File: config.mk
export PLATFORM = sky130hd
export DESIGN_NAME = bli2c_core
export DESIGN_NICKNAME = d
export VERILOG_FILES = /design/src/rtl/bli2c_pkg.sv /design/src/rtl/bli2c_sync.sv /design/src/rtl/bli2c_core.sv
export VERILOG_INCLUDE_DIRS = /design/src /design/src/rtl
export SDC_FILE = /design/constraint.sdc
export NUM_CORES = 1
export LEC_CHECK = 0
export BUFFER_PORTS_ARGS = -buffer_cell sky130_fd_sc_hd__buf_2
export CAP_MARGIN = 40
export CORE_AREA = 2 2 77 79
export DETAILED_ROUTE_END_ITERATION = 16
export DIE_AREA = 0 0 79 81
export GPL_TIMING_DRIVEN = 0
export PLACE_DENSITY_LB_ADDON = 0.15
export SYNTH_ARGS = -nofsm -noshare
export SYNTH_HDL_FRONTEND = slang
export SYNTH_HIERARCHICAL = 1
export SYNTH_SLANG_ARGS = --single-unit
File: constraint.sdc
create_clock -name ref_clk -period 1.9 [get_ports ref_clk]
set_input_delay 0.19 -clock ref_clk [delete_from_list [all_inputs] [get_ports ref_clk]]
set_output_delay 0.19 -clock ref_clk [all_outputs]
set_load 0.05 [all_outputs]
File: src/rtl/bli2c_map.svh
`ifndef BLI2C_MAP_SVH
`define BLI2C_MAP_SVH
// Register byte offsets
`define BLI2C_OFF_CON       8'hd8
`define BLI2C_OFF_DAT       8'hd9
`define BLI2C_OFF_CFG       8'hc8
`define BLI2C_ADDR_W        8
// Control register bit positions
`define BLI2C_B_RECEIVED_BIT        7
`define BLI2C_B_ATN         6
`define BLI2C_B_BIT_READY_FLAG        5
`define BLI2C_B_ARL         4
`define BLI2C_B_STR         3
`define BLI2C_B_STP         2
`define BLI2C_B_MASTER      1
`define BLI2C_B_CXA         7
`define BLI2C_B_IDLE        6
`define BLI2C_B_CDR         5
`define BLI2C_B_CLEAR_ARBITRATION_LOST        4
`define BLI2C_B_CLEAR_START_SEEN        3
`define BLI2C_B_CLEAR_STOP_SEEN        2
`define BLI2C_B_SEND_REPEATED_START        1
`define BLI2C_B_SEND_STOP        0
// Configuration register
`define BLI2C_B_SLAVE_ENABLE      7
`define BLI2C_B_MASTER_REQUEST      6
`define BLI2C_B_TIMEOUT_TIMER_RUN       4
`define BLI2C_B_CT_HI       1
`define BLI2C_B_CT_LO       0
`define BLI2C_CFG_RESET     8'h00
`define BLI2C_CFG_WMASK     8'hd3
// Minimum SCL high time before start/stop edge, in ns
`define BLI2C_MIN_TIME_NS   600
`define BLI2C_CLK_PERIOD_NS 5
`define BLI2C_CNT_W         10
// Edges from our own SDA release until the synchroniser shows it
`define BLI2C_SETTLE_CYC    2'h3
`endif

File: src/rtl/bli2c_pkg.sv
package bli2c_pkg;
    typedef enum logic [1:0] {
        BLI2C_TX_DATA  = 2'b00,
        BLI2C_TX_RSTART = 2'b01,
        BLI2C_TX_STOP  = 2'b10
    } bli2c_txkind_t;
    typedef logic [31:0] bli2c_word_t;
endpackage

File: src/rtl/bli2c_sync.sv
`timescale 1ns/1ps
// ==========================================
// Two-stage synchroniser, one per bit
module bli2c_sync #(
    parameter int WIDTH = 2
) (
    input  wire logic             ref_clk,
    input  wire logic             rstn,
    input  wire logic [WIDTH-1:0] async_in,
    output logic      [WIDTH-1:0] sync_out
);
    logic [WIDTH-1:0] meta_reg;
    genvar g;
    generate
        for (g = 0; g < WIDTH; g++) begin : g_bit
            always_ff @(posedge ref_clk or negedge rstn) begin
                if (!rstn) begin
                    meta_reg[g] <= 1'b1;
                    sync_out[g] <= 1'b1;
                end else begin
                    meta_reg[g] <= async_in[g];
                    sync_out[g] <= meta_reg[g];
                end
            end
        end
    endgenerate
endmodule // bli2c_sync

File: src/rtl/bli2c_core.sv
// Decided for this implementation: the APB interface to the registers.
`timescale 1ns/1ps
`include "bli2c_map.svh"
// Notes on behaviour
// - Stretch continues while other flags set
// - Arbitration loss clears transmit-active
// - Sent one, SDA low at rise
// - Sent one, foreign repeated start seen
// - Repeated start beaten by early SCL low
// - Stop blocked by foreign zero
// - Start flag only master or active slave
// - Stop flag only master or active slave
// - Master granted when requested and bus free
// - Master dropped on loss or release stop
// - Transmit-active set/cleared by register accesses
// - SDA driven and loss flagged only transmitting
// - Idle ignores bus until next start
// - Data-ready cleared by command or data access
// - Clear bits act on one only
// - SCL held low while any flag set and interface active
// - Repeated start: release, wait, pull low
// - Stop: pull low, wait, release
// - Slave enable; all zero disables interface
// - Data-ready and received bit at SCL rise
// - Transmit bit applied only while SCL low
module bli2c_core
    import bli2c_pkg::*;
#(
    parameter int MIN_TIME_NS = `BLI2C_MIN_TIME_NS
) (
    input  wire logic                      ref_clk,
    input  wire logic                      rstn,
    input  wire logic                      psel,
    input  wire logic                      penable,
    input  wire logic                      pwrite,
    input  wire logic [`BLI2C_ADDR_W-1:0]  paddr,
    input  wire bli2c_pkg::bli2c_word_t    pwdata,
    output bli2c_pkg::bli2c_word_t         prdata,
    output logic                           pready,
    output logic                           pslverr,
    input  wire logic                      scl_in,
    output logic                           scl_out,
    output logic                           scl_oe_n,
    input  wire logic                      sda_in,
    output logic                           sda_out,
    output logic                           sda_oe_n,
    input  wire logic                      bus_timeout,
    output logic                           attention_flag
);
    import bli2c_pkg::*;

    localparam int MIN_CYC_I = (MIN_TIME_NS + `BLI2C_CLK_PERIOD_NS - 1) / `BLI2C_CLK_PERIOD_NS;
    localparam logic [`BLI2C_CNT_W-1:0] MIN_CYC = (MIN_CYC_I < 1) ? `BLI2C_CNT_W'(1)
                                                                  : `BLI2C_CNT_W'(MIN_CYC_I);

    // ==========================================
    // Pin synchronisers and edges
    logic [1:0] pins_sync;
    logic       scl_s;
    logic       sda_s;
    logic       scl_d_reg;
    logic       sda_d_reg;
    bli2c_sync #(.WIDTH(2)) u_sync (
        .ref_clk  (ref_clk),
        .rstn     (rstn),
        .async_in ({scl_in, sda_in}),
        .sync_out (pins_sync)
    );
    assign scl_s = pins_sync[1];
    assign sda_s = pins_sync[0];

    always_ff @(posedge ref_clk or negedge rstn) begin
        if (!rstn) begin
            scl_d_reg <= 1'b1;
            sda_d_reg <= 1'b1;
        end else begin
            scl_d_reg <= scl_s;
            sda_d_reg <= sda_s;
        end
    end

    logic scl_rise;
    logic scl_fall;
    logic start_det;
    logic stop_det;
    assign scl_rise  = scl_s & ~scl_d_reg;
    assign scl_fall  = ~scl_s & scl_d_reg;
    assign start_det = scl_s & scl_d_reg & sda_d_reg & ~sda_s;
    assign stop_det  = scl_s & scl_d_reg & ~sda_d_reg & sda_s;

    // ==========================================
    // APB decode
    logic acc;
    logic wr_con;
    logic wr_dat;
    logic rd_dat;
    logic wr_cfg;
    logic mapped;
    assign acc    = psel & penable & pready;
    assign mapped = (paddr == `BLI2C_OFF_CON) | (paddr == `BLI2C_OFF_DAT) | (paddr == `BLI2C_OFF_CFG);
    assign wr_con = acc & pwrite & (paddr == `BLI2C_OFF_CON);
    assign wr_dat = acc & pwrite & (paddr == `BLI2C_OFF_DAT);
    assign rd_dat = acc & ~pwrite & (paddr == `BLI2C_OFF_DAT);
    assign wr_cfg = acc & pwrite & (paddr == `BLI2C_OFF_CFG);

    logic cmd_cxa;
    logic cmd_idle;
    logic cmd_cdr;
    logic cmd_clear_arbitration_lost;
    logic cmd_clear_start_seen;
    logic cmd_clear_stop_seen;
    logic cmd_send_repeated_start;
    logic cmd_send_stop;
    assign cmd_cxa  = wr_con & pwdata[`BLI2C_B_CXA];
    assign cmd_idle = wr_con & pwdata[`BLI2C_B_IDLE];
    assign cmd_cdr  = wr_con & pwdata[`BLI2C_B_CDR];
    assign cmd_clear_arbitration_lost = wr_con & pwdata[`BLI2C_B_CLEAR_ARBITRATION_LOST];
    assign cmd_clear_start_seen = wr_con & pwdata[`BLI2C_B_CLEAR_START_SEEN];
    assign cmd_clear_stop_seen = wr_con & pwdata[`BLI2C_B_CLEAR_STOP_SEEN];
    assign cmd_send_repeated_start = wr_con & pwdata[`BLI2C_B_SEND_REPEATED_START];
    assign cmd_send_stop = wr_con & pwdata[`BLI2C_B_SEND_STOP];

    // ==========================================
    // Configuration register
    logic [7:0] cfg_reg;
    logic       slave_enable;
    logic       master_request;
    logic       enabled;
    assign slave_enable   = cfg_reg[`BLI2C_B_SLAVE_ENABLE];
    assign master_request = cfg_reg[`BLI2C_B_MASTER_REQUEST];
    assign enabled        = slave_enable | master_request;

    always_ff @(posedge ref_clk or negedge rstn) begin
        if (!rstn) begin
            cfg_reg <= `BLI2C_CFG_RESET;
        end else if (wr_cfg) begin
            cfg_reg <= pwdata[7:0] & `BLI2C_CFG_WMASK;
        end else if (bus_timeout) begin
            cfg_reg[`BLI2C_B_SLAVE_ENABLE] <= 1'b0;
        end
    end

    // ==========================================
    // Bus state: busy, idle slave, master
    logic bus_busy_reg;
    logic idle_reg;
    logic master_reg;
    logic release_armed_reg;
    logic arl_set;

    always_ff @(posedge ref_clk or negedge rstn) begin
        if (!rstn) begin
            bus_busy_reg <= 1'b0;
        end else if (bus_timeout | stop_det) begin
            bus_busy_reg <= 1'b0;
        end else if (start_det) begin
            bus_busy_reg <= 1'b1;
        end
    end

    always_ff @(posedge ref_clk or negedge rstn) begin
        if (!rstn) begin
            idle_reg <= 1'b0;
        end else if (cmd_idle) begin
            idle_reg <= 1'b1;
        end else if (start_det) begin
            idle_reg <= 1'b0;
        end
    end

    // Master taken when bus free; release armed by request cleared then stop command
    always_ff @(posedge ref_clk or negedge rstn) begin
        if (!rstn) begin
            release_armed_reg <= 1'b0;
        end else if (!master_reg) begin
            release_armed_reg <= 1'b0;
        end else if (cmd_send_stop & ~master_request) begin
            release_armed_reg <= 1'b1;
        end
    end

    always_ff @(posedge ref_clk or negedge rstn) begin
        if (!rstn) begin
            master_reg <= 1'b0;
        end else if (arl_set) begin
            master_reg <= 1'b0;
        end else if (release_armed_reg & stop_det) begin
            master_reg <= 1'b0;
        end else if (master_request & ~bus_busy_reg & ~master_reg & ~start_det) begin
            master_reg <= 1'b1;
        end
    end

    logic active;
    assign active = enabled & (master_reg | ~idle_reg);

    // ==========================================
    // Transmit state
    logic          xact_reg;
    logic          tx_bit_reg;
    bli2c_txkind_t tx_kind_reg;
    logic          sda_drive_reg;
    logic [`BLI2C_CNT_W-1:0] min_cnt_reg;
    logic          cond_done_reg;

    always_ff @(posedge ref_clk or negedge rstn) begin
        if (!rstn) begin
            tx_bit_reg  <= 1'b1;
            tx_kind_reg <= BLI2C_TX_DATA;
        end else if (cmd_send_repeated_start) begin
            tx_bit_reg  <= 1'b1;
            tx_kind_reg <= BLI2C_TX_RSTART;
        end else if (cmd_send_stop) begin
            tx_bit_reg  <= 1'b0;
            tx_kind_reg <= BLI2C_TX_STOP;
        end else if (wr_dat) begin
            tx_bit_reg  <= pwdata[`BLI2C_B_RECEIVED_BIT];
            tx_kind_reg <= BLI2C_TX_DATA;
        end else if (scl_fall) begin
            tx_kind_reg <= BLI2C_TX_DATA;
        end
    end

    always_ff @(posedge ref_clk or negedge rstn) begin
        if (!rstn) begin
            xact_reg <= 1'b0;
        end else if (arl_set) begin
            xact_reg <= 1'b0;
        end else if (wr_dat | cmd_send_repeated_start | cmd_send_stop) begin
            xact_reg <= 1'b1;
        end else if (rd_dat | cmd_cxa) begin
            xact_reg <= 1'b0;
        end
    end

    // Minimum high time counter for condition generation
    always_ff @(posedge ref_clk or negedge rstn) begin
        if (!rstn) begin
            min_cnt_reg <= '0;
        end else if (!scl_s) begin
            min_cnt_reg <= '0;
        end else if (min_cnt_reg != MIN_CYC) begin
            min_cnt_reg <= min_cnt_reg + `BLI2C_CNT_W'(1);
        end
    end

    always_ff @(posedge ref_clk or negedge rstn) begin
        if (!rstn) begin
            cond_done_reg <= 1'b0;
        end else if (!scl_s) begin
            cond_done_reg <= 1'b0;
        end else if (min_cnt_reg == MIN_CYC && tx_kind_reg != BLI2C_TX_DATA) begin
            cond_done_reg <= 1'b1;
        end
    end

    // Data changes only while SCL low; condition edge flips SDA after min time
    logic sda_level;
    always_comb begin
        sda_level = sda_drive_reg;
        if (!scl_s) begin
            sda_level = ~tx_bit_reg;
        end else if (cond_done_reg) begin
            sda_level = (tx_kind_reg == BLI2C_TX_RSTART);
        end
    end

    always_ff @(posedge ref_clk or negedge rstn) begin
        if (!rstn) begin
            sda_drive_reg <= 1'b0;
        end else begin
            sda_drive_reg <= sda_level & xact_reg & active & ~arl_set;
        end
    end

    // ==========================================
    // Arbitration loss detection (only while transmitting)
    // Without this age a released SDA still reads low for a few edges: false stop loss
    logic [1:0] rel_age_reg;
    always_ff @(posedge ref_clk or negedge rstn) begin
        if (!rstn) begin
            rel_age_reg <= '0;
        end else if (sda_drive_reg | ~scl_s) begin
            rel_age_reg <= '0;
        end else if (rel_age_reg != `BLI2C_SETTLE_CYC) begin
            rel_age_reg <= rel_age_reg + 2'h1;
        end
    end

    logic arl_case1;
    logic arl_case2;
    logic arl_case3;
    logic arl_case4;
    logic want_high;
    assign want_high = tx_bit_reg & ~sda_drive_reg;
    assign arl_case1 = scl_rise & want_high & ~sda_s & ~cond_done_reg;
    assign arl_case2 = start_det & want_high & (tx_kind_reg == BLI2C_TX_DATA);
    assign arl_case3 = master_reg & (tx_kind_reg == BLI2C_TX_RSTART) & scl_fall
                     & scl_d_reg & ~cond_done_reg & sda_d_reg;
    assign arl_case4 = master_reg & (tx_kind_reg == BLI2C_TX_STOP) & cond_done_reg & ~sda_drive_reg
                     & (rel_age_reg == `BLI2C_SETTLE_CYC) & ~sda_s & scl_s & scl_d_reg & ~sda_d_reg;
    assign arl_set   = xact_reg & active & (arl_case1 | arl_case2 | arl_case3 | arl_case4);

    // ==========================================
    // Status flags; set wins over clear
    logic bit_ready_flag_reg;
    logic arl_reg;
    logic str_reg;
    logic stp_reg;
    logic received_bit_reg;
    logic any_flag;

    always_ff @(posedge ref_clk or negedge rstn) begin
        if (!rstn) begin
            received_bit_reg <= 1'b0;
        end else if (scl_rise) begin
            received_bit_reg <= sda_s;
        end
    end

    always_ff @(posedge ref_clk or negedge rstn) begin
        if (!rstn) begin
            bit_ready_flag_reg <= 1'b0;
        end else if (scl_rise & active) begin
            bit_ready_flag_reg <= 1'b1;
        end else if (cmd_cdr | wr_dat | rd_dat) begin
            bit_ready_flag_reg <= 1'b0;
        end
    end

    always_ff @(posedge ref_clk or negedge rstn) begin
        if (!rstn) begin
            arl_reg <= 1'b0;
        end else if (arl_set) begin
            arl_reg <= 1'b1;
        end else if (cmd_clear_arbitration_lost) begin
            arl_reg <= 1'b0;
        end
    end

    always_ff @(posedge ref_clk or negedge rstn) begin
        if (!rstn) begin
            str_reg <= 1'b0;
        end else if (start_det & enabled & (master_reg | ~idle_reg)) begin
            str_reg <= 1'b1;
        end else if (cmd_clear_start_seen) begin
            str_reg <= 1'b0;
        end
    end

    always_ff @(posedge ref_clk or negedge rstn) begin
        if (!rstn) begin
            stp_reg <= 1'b0;
        end else if (stop_det & enabled & (master_reg | ~idle_reg)) begin
            stp_reg <= 1'b1;
        end else if (cmd_clear_stop_seen) begin
            stp_reg <= 1'b0;
        end
    end

    assign any_flag = bit_ready_flag_reg | arl_reg | str_reg | stp_reg;

    always_ff @(posedge ref_clk or negedge rstn) begin
        if (!rstn) begin
            attention_flag <= 1'b0;
        end else begin
            attention_flag <= any_flag;
        end
    end

    // ==========================================
    // Pins: clock stretch and SDA drive, enables active low
    always_ff @(posedge ref_clk or negedge rstn) begin
        if (!rstn) begin
            scl_out  <= 1'b1;
            scl_oe_n <= 1'b1;
            sda_out  <= 1'b1;
            sda_oe_n <= 1'b1;
        end else begin
            scl_out  <= 1'b0;
            // Only holds an already low SCL; never pulls mid high phase
            scl_oe_n <= ~(active & any_flag & (~scl_s | ~scl_oe_n));
            sda_out  <= 1'b0;
            sda_oe_n <= ~sda_level | ~xact_reg | ~active | arl_set;
        end
    end

    // ==========================================
    // APB slave: zero wait states
    always_ff @(posedge ref_clk or negedge rstn) begin
        if (!rstn) begin
            pready  <= 1'b0;
            pslverr <= 1'b0;
            prdata  <= '0;
        end else begin
            pready  <= psel & ~penable;
            pslverr <= psel & ~penable & ~mapped;
            prdata  <= '0;
            if (psel & ~penable & ~pwrite) begin
                unique case (paddr)
                    `BLI2C_OFF_CON: prdata[7:0] <= {received_bit_reg, any_flag, bit_ready_flag_reg, arl_reg,
                                                    str_reg, stp_reg, master_reg, 1'b0};
                    `BLI2C_OFF_DAT: prdata[7:0] <= {received_bit_reg, 7'h00};
                    `BLI2C_OFF_CFG: prdata[7:0] <= cfg_reg;
                    default:        prdata      <= '0;
                endcase
            end
        end
    end
endmodule // bli2c_core

==> flow_summary_export.csv <==
group,metric,value,unit
status,status,"complete, no violations",
sta,period_share,0.898,
clocking,clk_pin_slew,100,ps
global_route,antenna_found_initial,0,
global_route,use_met3,0.0367,
layout,final_common_cell,"dfrtp_1",
flow_run,drv_cap,0,
layout,areaGrowthSynthToFinish,20.9,%
logic_synthesis,async_flop_share,1.00,
global_route,grt_pass1_vias,1668,
worst_hold_path,hold_class,"input pin to flip-flop",
clocking,cts_max_level,2,
layout,multiInputGateArea,1060,µm²
drt,routedWlPerCell,12.2,µm
global_route,grtUsageTotal,0.154,
drt,dr.pass1.iters,4,
power_and_ir_drop,p_leak,1.51,nW
layout,layout.nets,351,
worst_setup_path,reg2reg_from,"scl_d_reg",
logic_synthesis,synthDistinctLibCells,50,
logic_synthesis,synthCells,227,
layout,layout_common_cells,"dfrtp_1 (42), buf_2 (38), buf_4 (25), conb_1 (25), nor2_1 (15)",
logic_synthesis,ys_warn_count,6,
clocking,post_cts_buffers,0,
placed_design,placed_area,2920,µm²
sta,finalCriticalPeriod,1710,ps
global_route,met2_usage,0.242,
die,ioPinCount,87,
worst_hold_path,min_from,"bus_timeout",
sta,setup_viol,0,
global_route,grt_overflow,0,
drt,viasPerCell,4.72,
sta,worst_pin_slew,609,ps
drt,vias,1774,
placed_design,port_buffers,37,
clocking,cts_tree,"done",
global_route,grt_max_degree,28,
clocking,clock_path_buffers,2,
logic_synthesis,ys_ff_latch,52,
layout,drive_gt1_frac,0.322,
sta,grt_setup_unrepaired,"no",
worst_setup_path,path_class,"flip-flop to flip-flop",
logic_synthesis,ys_seq_area_frac,0.521,
drt,drt-initial-drc-count,94,
worst_setup_path,worstSetupStartpointType,"flip-flop",
logic_synthesis,synthFlopType,"dfrtp_1",
layout,regArea,1310,µm²
placed_design,gp_congestion,0.842,
global_route,top_usage_layer,"met2",
die,dieArea,6400,µm²
clocking,cts_root_buffer,"clkbuf_8",
worst_setup_path,worstPathArrival,1870,ps
drt,drc,0,
power_and_ir_drop,powerDensity,695,nW/µm²
die,start_util,0.445,
global_route,grtUsageMet1,0.212,
clocking,insertion_delay,310,ps
drt,final_antenna_net_count,0,
clocking,cts.sinks,52,
die,die_y,81,µm
logic_synthesis,synth_edf_count,0,
drt,wl,4.58,mm
layout,instances_no_fill,376,
sta,clock.fmax,0.586,GHz
logic_synthesis,synth_area_per_cell,11.1,µm²
placed_design,dp_cells,365,
power_and_ir_drop,peakVddDrop,341,µV
die,die_width,79,µm
worst_setup_path,startpoint,"scl_d_reg",
global_route,grt_pass1_wl,7.75,mm
die,fp-row-count,28,
layout,largest_reg_flops,10,
worst_setup_path,required,2070,ps
sta,drv_slew,0,
layout,antennaDiodeCount,0,
sta,slew_headroom,0.594,
worst_setup_path,end_kind,"flip-flop",
placed_design,hpwlAfterDp,3.53,mm
clocking,numCtsBuffers,5,
logic_synthesis,synth_area,2520,µm²
sta,finalHoldViolCount,0,
worst_setup_path,cp_max_fo,8,
die,coreArea,5680,µm²
layout,fill_cells,535,
layout,final_area,3050,µm²
sta,finalClockSkew,11.8,ps
path summary, 6_finish.rpt:
kind,endpoint,slack (ps),cells past startpoint
worst max-delay path,master_reg,190,4
worst min-delay path,bus_busy_reg,70,2
worst max register to register,master_reg,190,4
worst min register to register,u_sync/sync_out[0],360,0
max in group asynchronous,sda_out,860,3
min in group asynchronous,bus_busy_reg,420,2
worst max-delay path: stages, from the launching register on:
cell	delay (ps)
dfstp_2	600
nor4bb_1	280
o211ai_1	150
a31oi_1	450
a211oi_1	100
per-stage QoR:
step	setup TNS (ps)	setup WS [ps]	util	hold WS (ps)	total power, mW
6_report	0	194	0.538	68.7	2.12
3_5_place_dp	-93.9	-21.9	0.514	241	1.51
4_1_cts	0	99.3	0.535	61.3	2.15
5_1_grt	0	51.6	0.538	64.0	2.23
3_3_place_gp	-252	-170	0.510	295	1.50
2_1_floorplan	0	74.6	-	-106	1.42
routing by layer:
metal  up-vias  routed length [µm]  share of wire
met3         5                 244          0.053
met5         -                   0              0
li1        880                   -              -
met2        49                2130           0.46
met4         0                  46          0.010
met1       840                2160           0.47
final cells by class:
class                   instances  share of cell area
clock inverters                 3             0.00779
well taps                      75              0.0308
multi-input cells             159               0.347
plain buffers                  30              0.0705
flip-flops and latches         52               0.431
repair buffers                 42              0.0783
inverters                      10              0.0123
clock buffers                   5              0.0226
report_power, final:
part | switching, mW | leakage [nW] | internal (mW)
combinational | 0.212 | 0.809 | 0.110
clock | 0.367 | 0.0404 | 0.261
sequential | 0.0254 | 0.661 | 1.14
total | 0.605 | 1.51 | 1.52
what timing repair did:
| item | in CTS | in global routing |
|---|---|---|
| gates resized for setup | 0 | 2 |
| hold buffers | 3 | 0 |
| endpoints found under the setup margin | 0 | 2 |
| endpoints found under the hold margin | 20 | 0 |
cell usage after synthesis, drive strengths merged (2+ instances only):
| library cell | count | area share |
|---|---|---|
| or4 | 2 | 0.0074 |
| xnor2 | 6 | 0.021 |
| xor2 | 4 | 0.014 |
| mux2 | 7 | 0.039 |
| nand2 | 4 | 0.0059 |
| nor3 | 3 | 0.0059 |
| nor4 | 4 | 0.0099 |
| nand4b | 2 | 0.0069 |
| or2 | 4 | 0.012 |
| mux2i | 5 | 0.020 |
| and3 | 2 | 0.0050 |
| a21oi | 9 | 0.018 |
| buf | 27 | 0.081 |
| nor2 | 15 | 0.022 |
| o22ai | 2 | 0.0050 |
| ha | 3 | 0.015 |
| nor3b | 4 | 0.012 |
| nand2b | 4 | 0.0099 |
| nand3 | 6 | 0.012 |
| dfrtp | 42 | 0.42 |
| nor2b | 11 | 0.027 |
| and4b | 2 | 0.0079 |
| clkbuf | 3 | 0.0045 |
| nand4 | 5 | 0.012 |
| a31oi | 2 | 0.0050 |
| and2 | 7 | 0.017 |
| dfstp | 10 | 0.10 |
| a211oi | 2 | 0.0059 |
| inv | 10 | 0.015 |
| o21a | 2 | 0.0059 |
| a22o | 3 | 0.010 |
| o31ai | 2 | 0.0059 |
cell families after synthesis:
kind of cell / count (synthesis) / synth area share
and+or+nand+nor: 79 / 0.188
DFF: 52 / 0.521
buffers and inverters: 40 / 0.100
AOI/OAI and AO/OA: 30 / 0.0813
muxes: 12 / 0.0585
xor gates and xnor gates: 10 / 0.0347
adders and majority gates: 3 / 0.0149
other: 1 / 0.00149
Power figures use the tool's default switching activity.
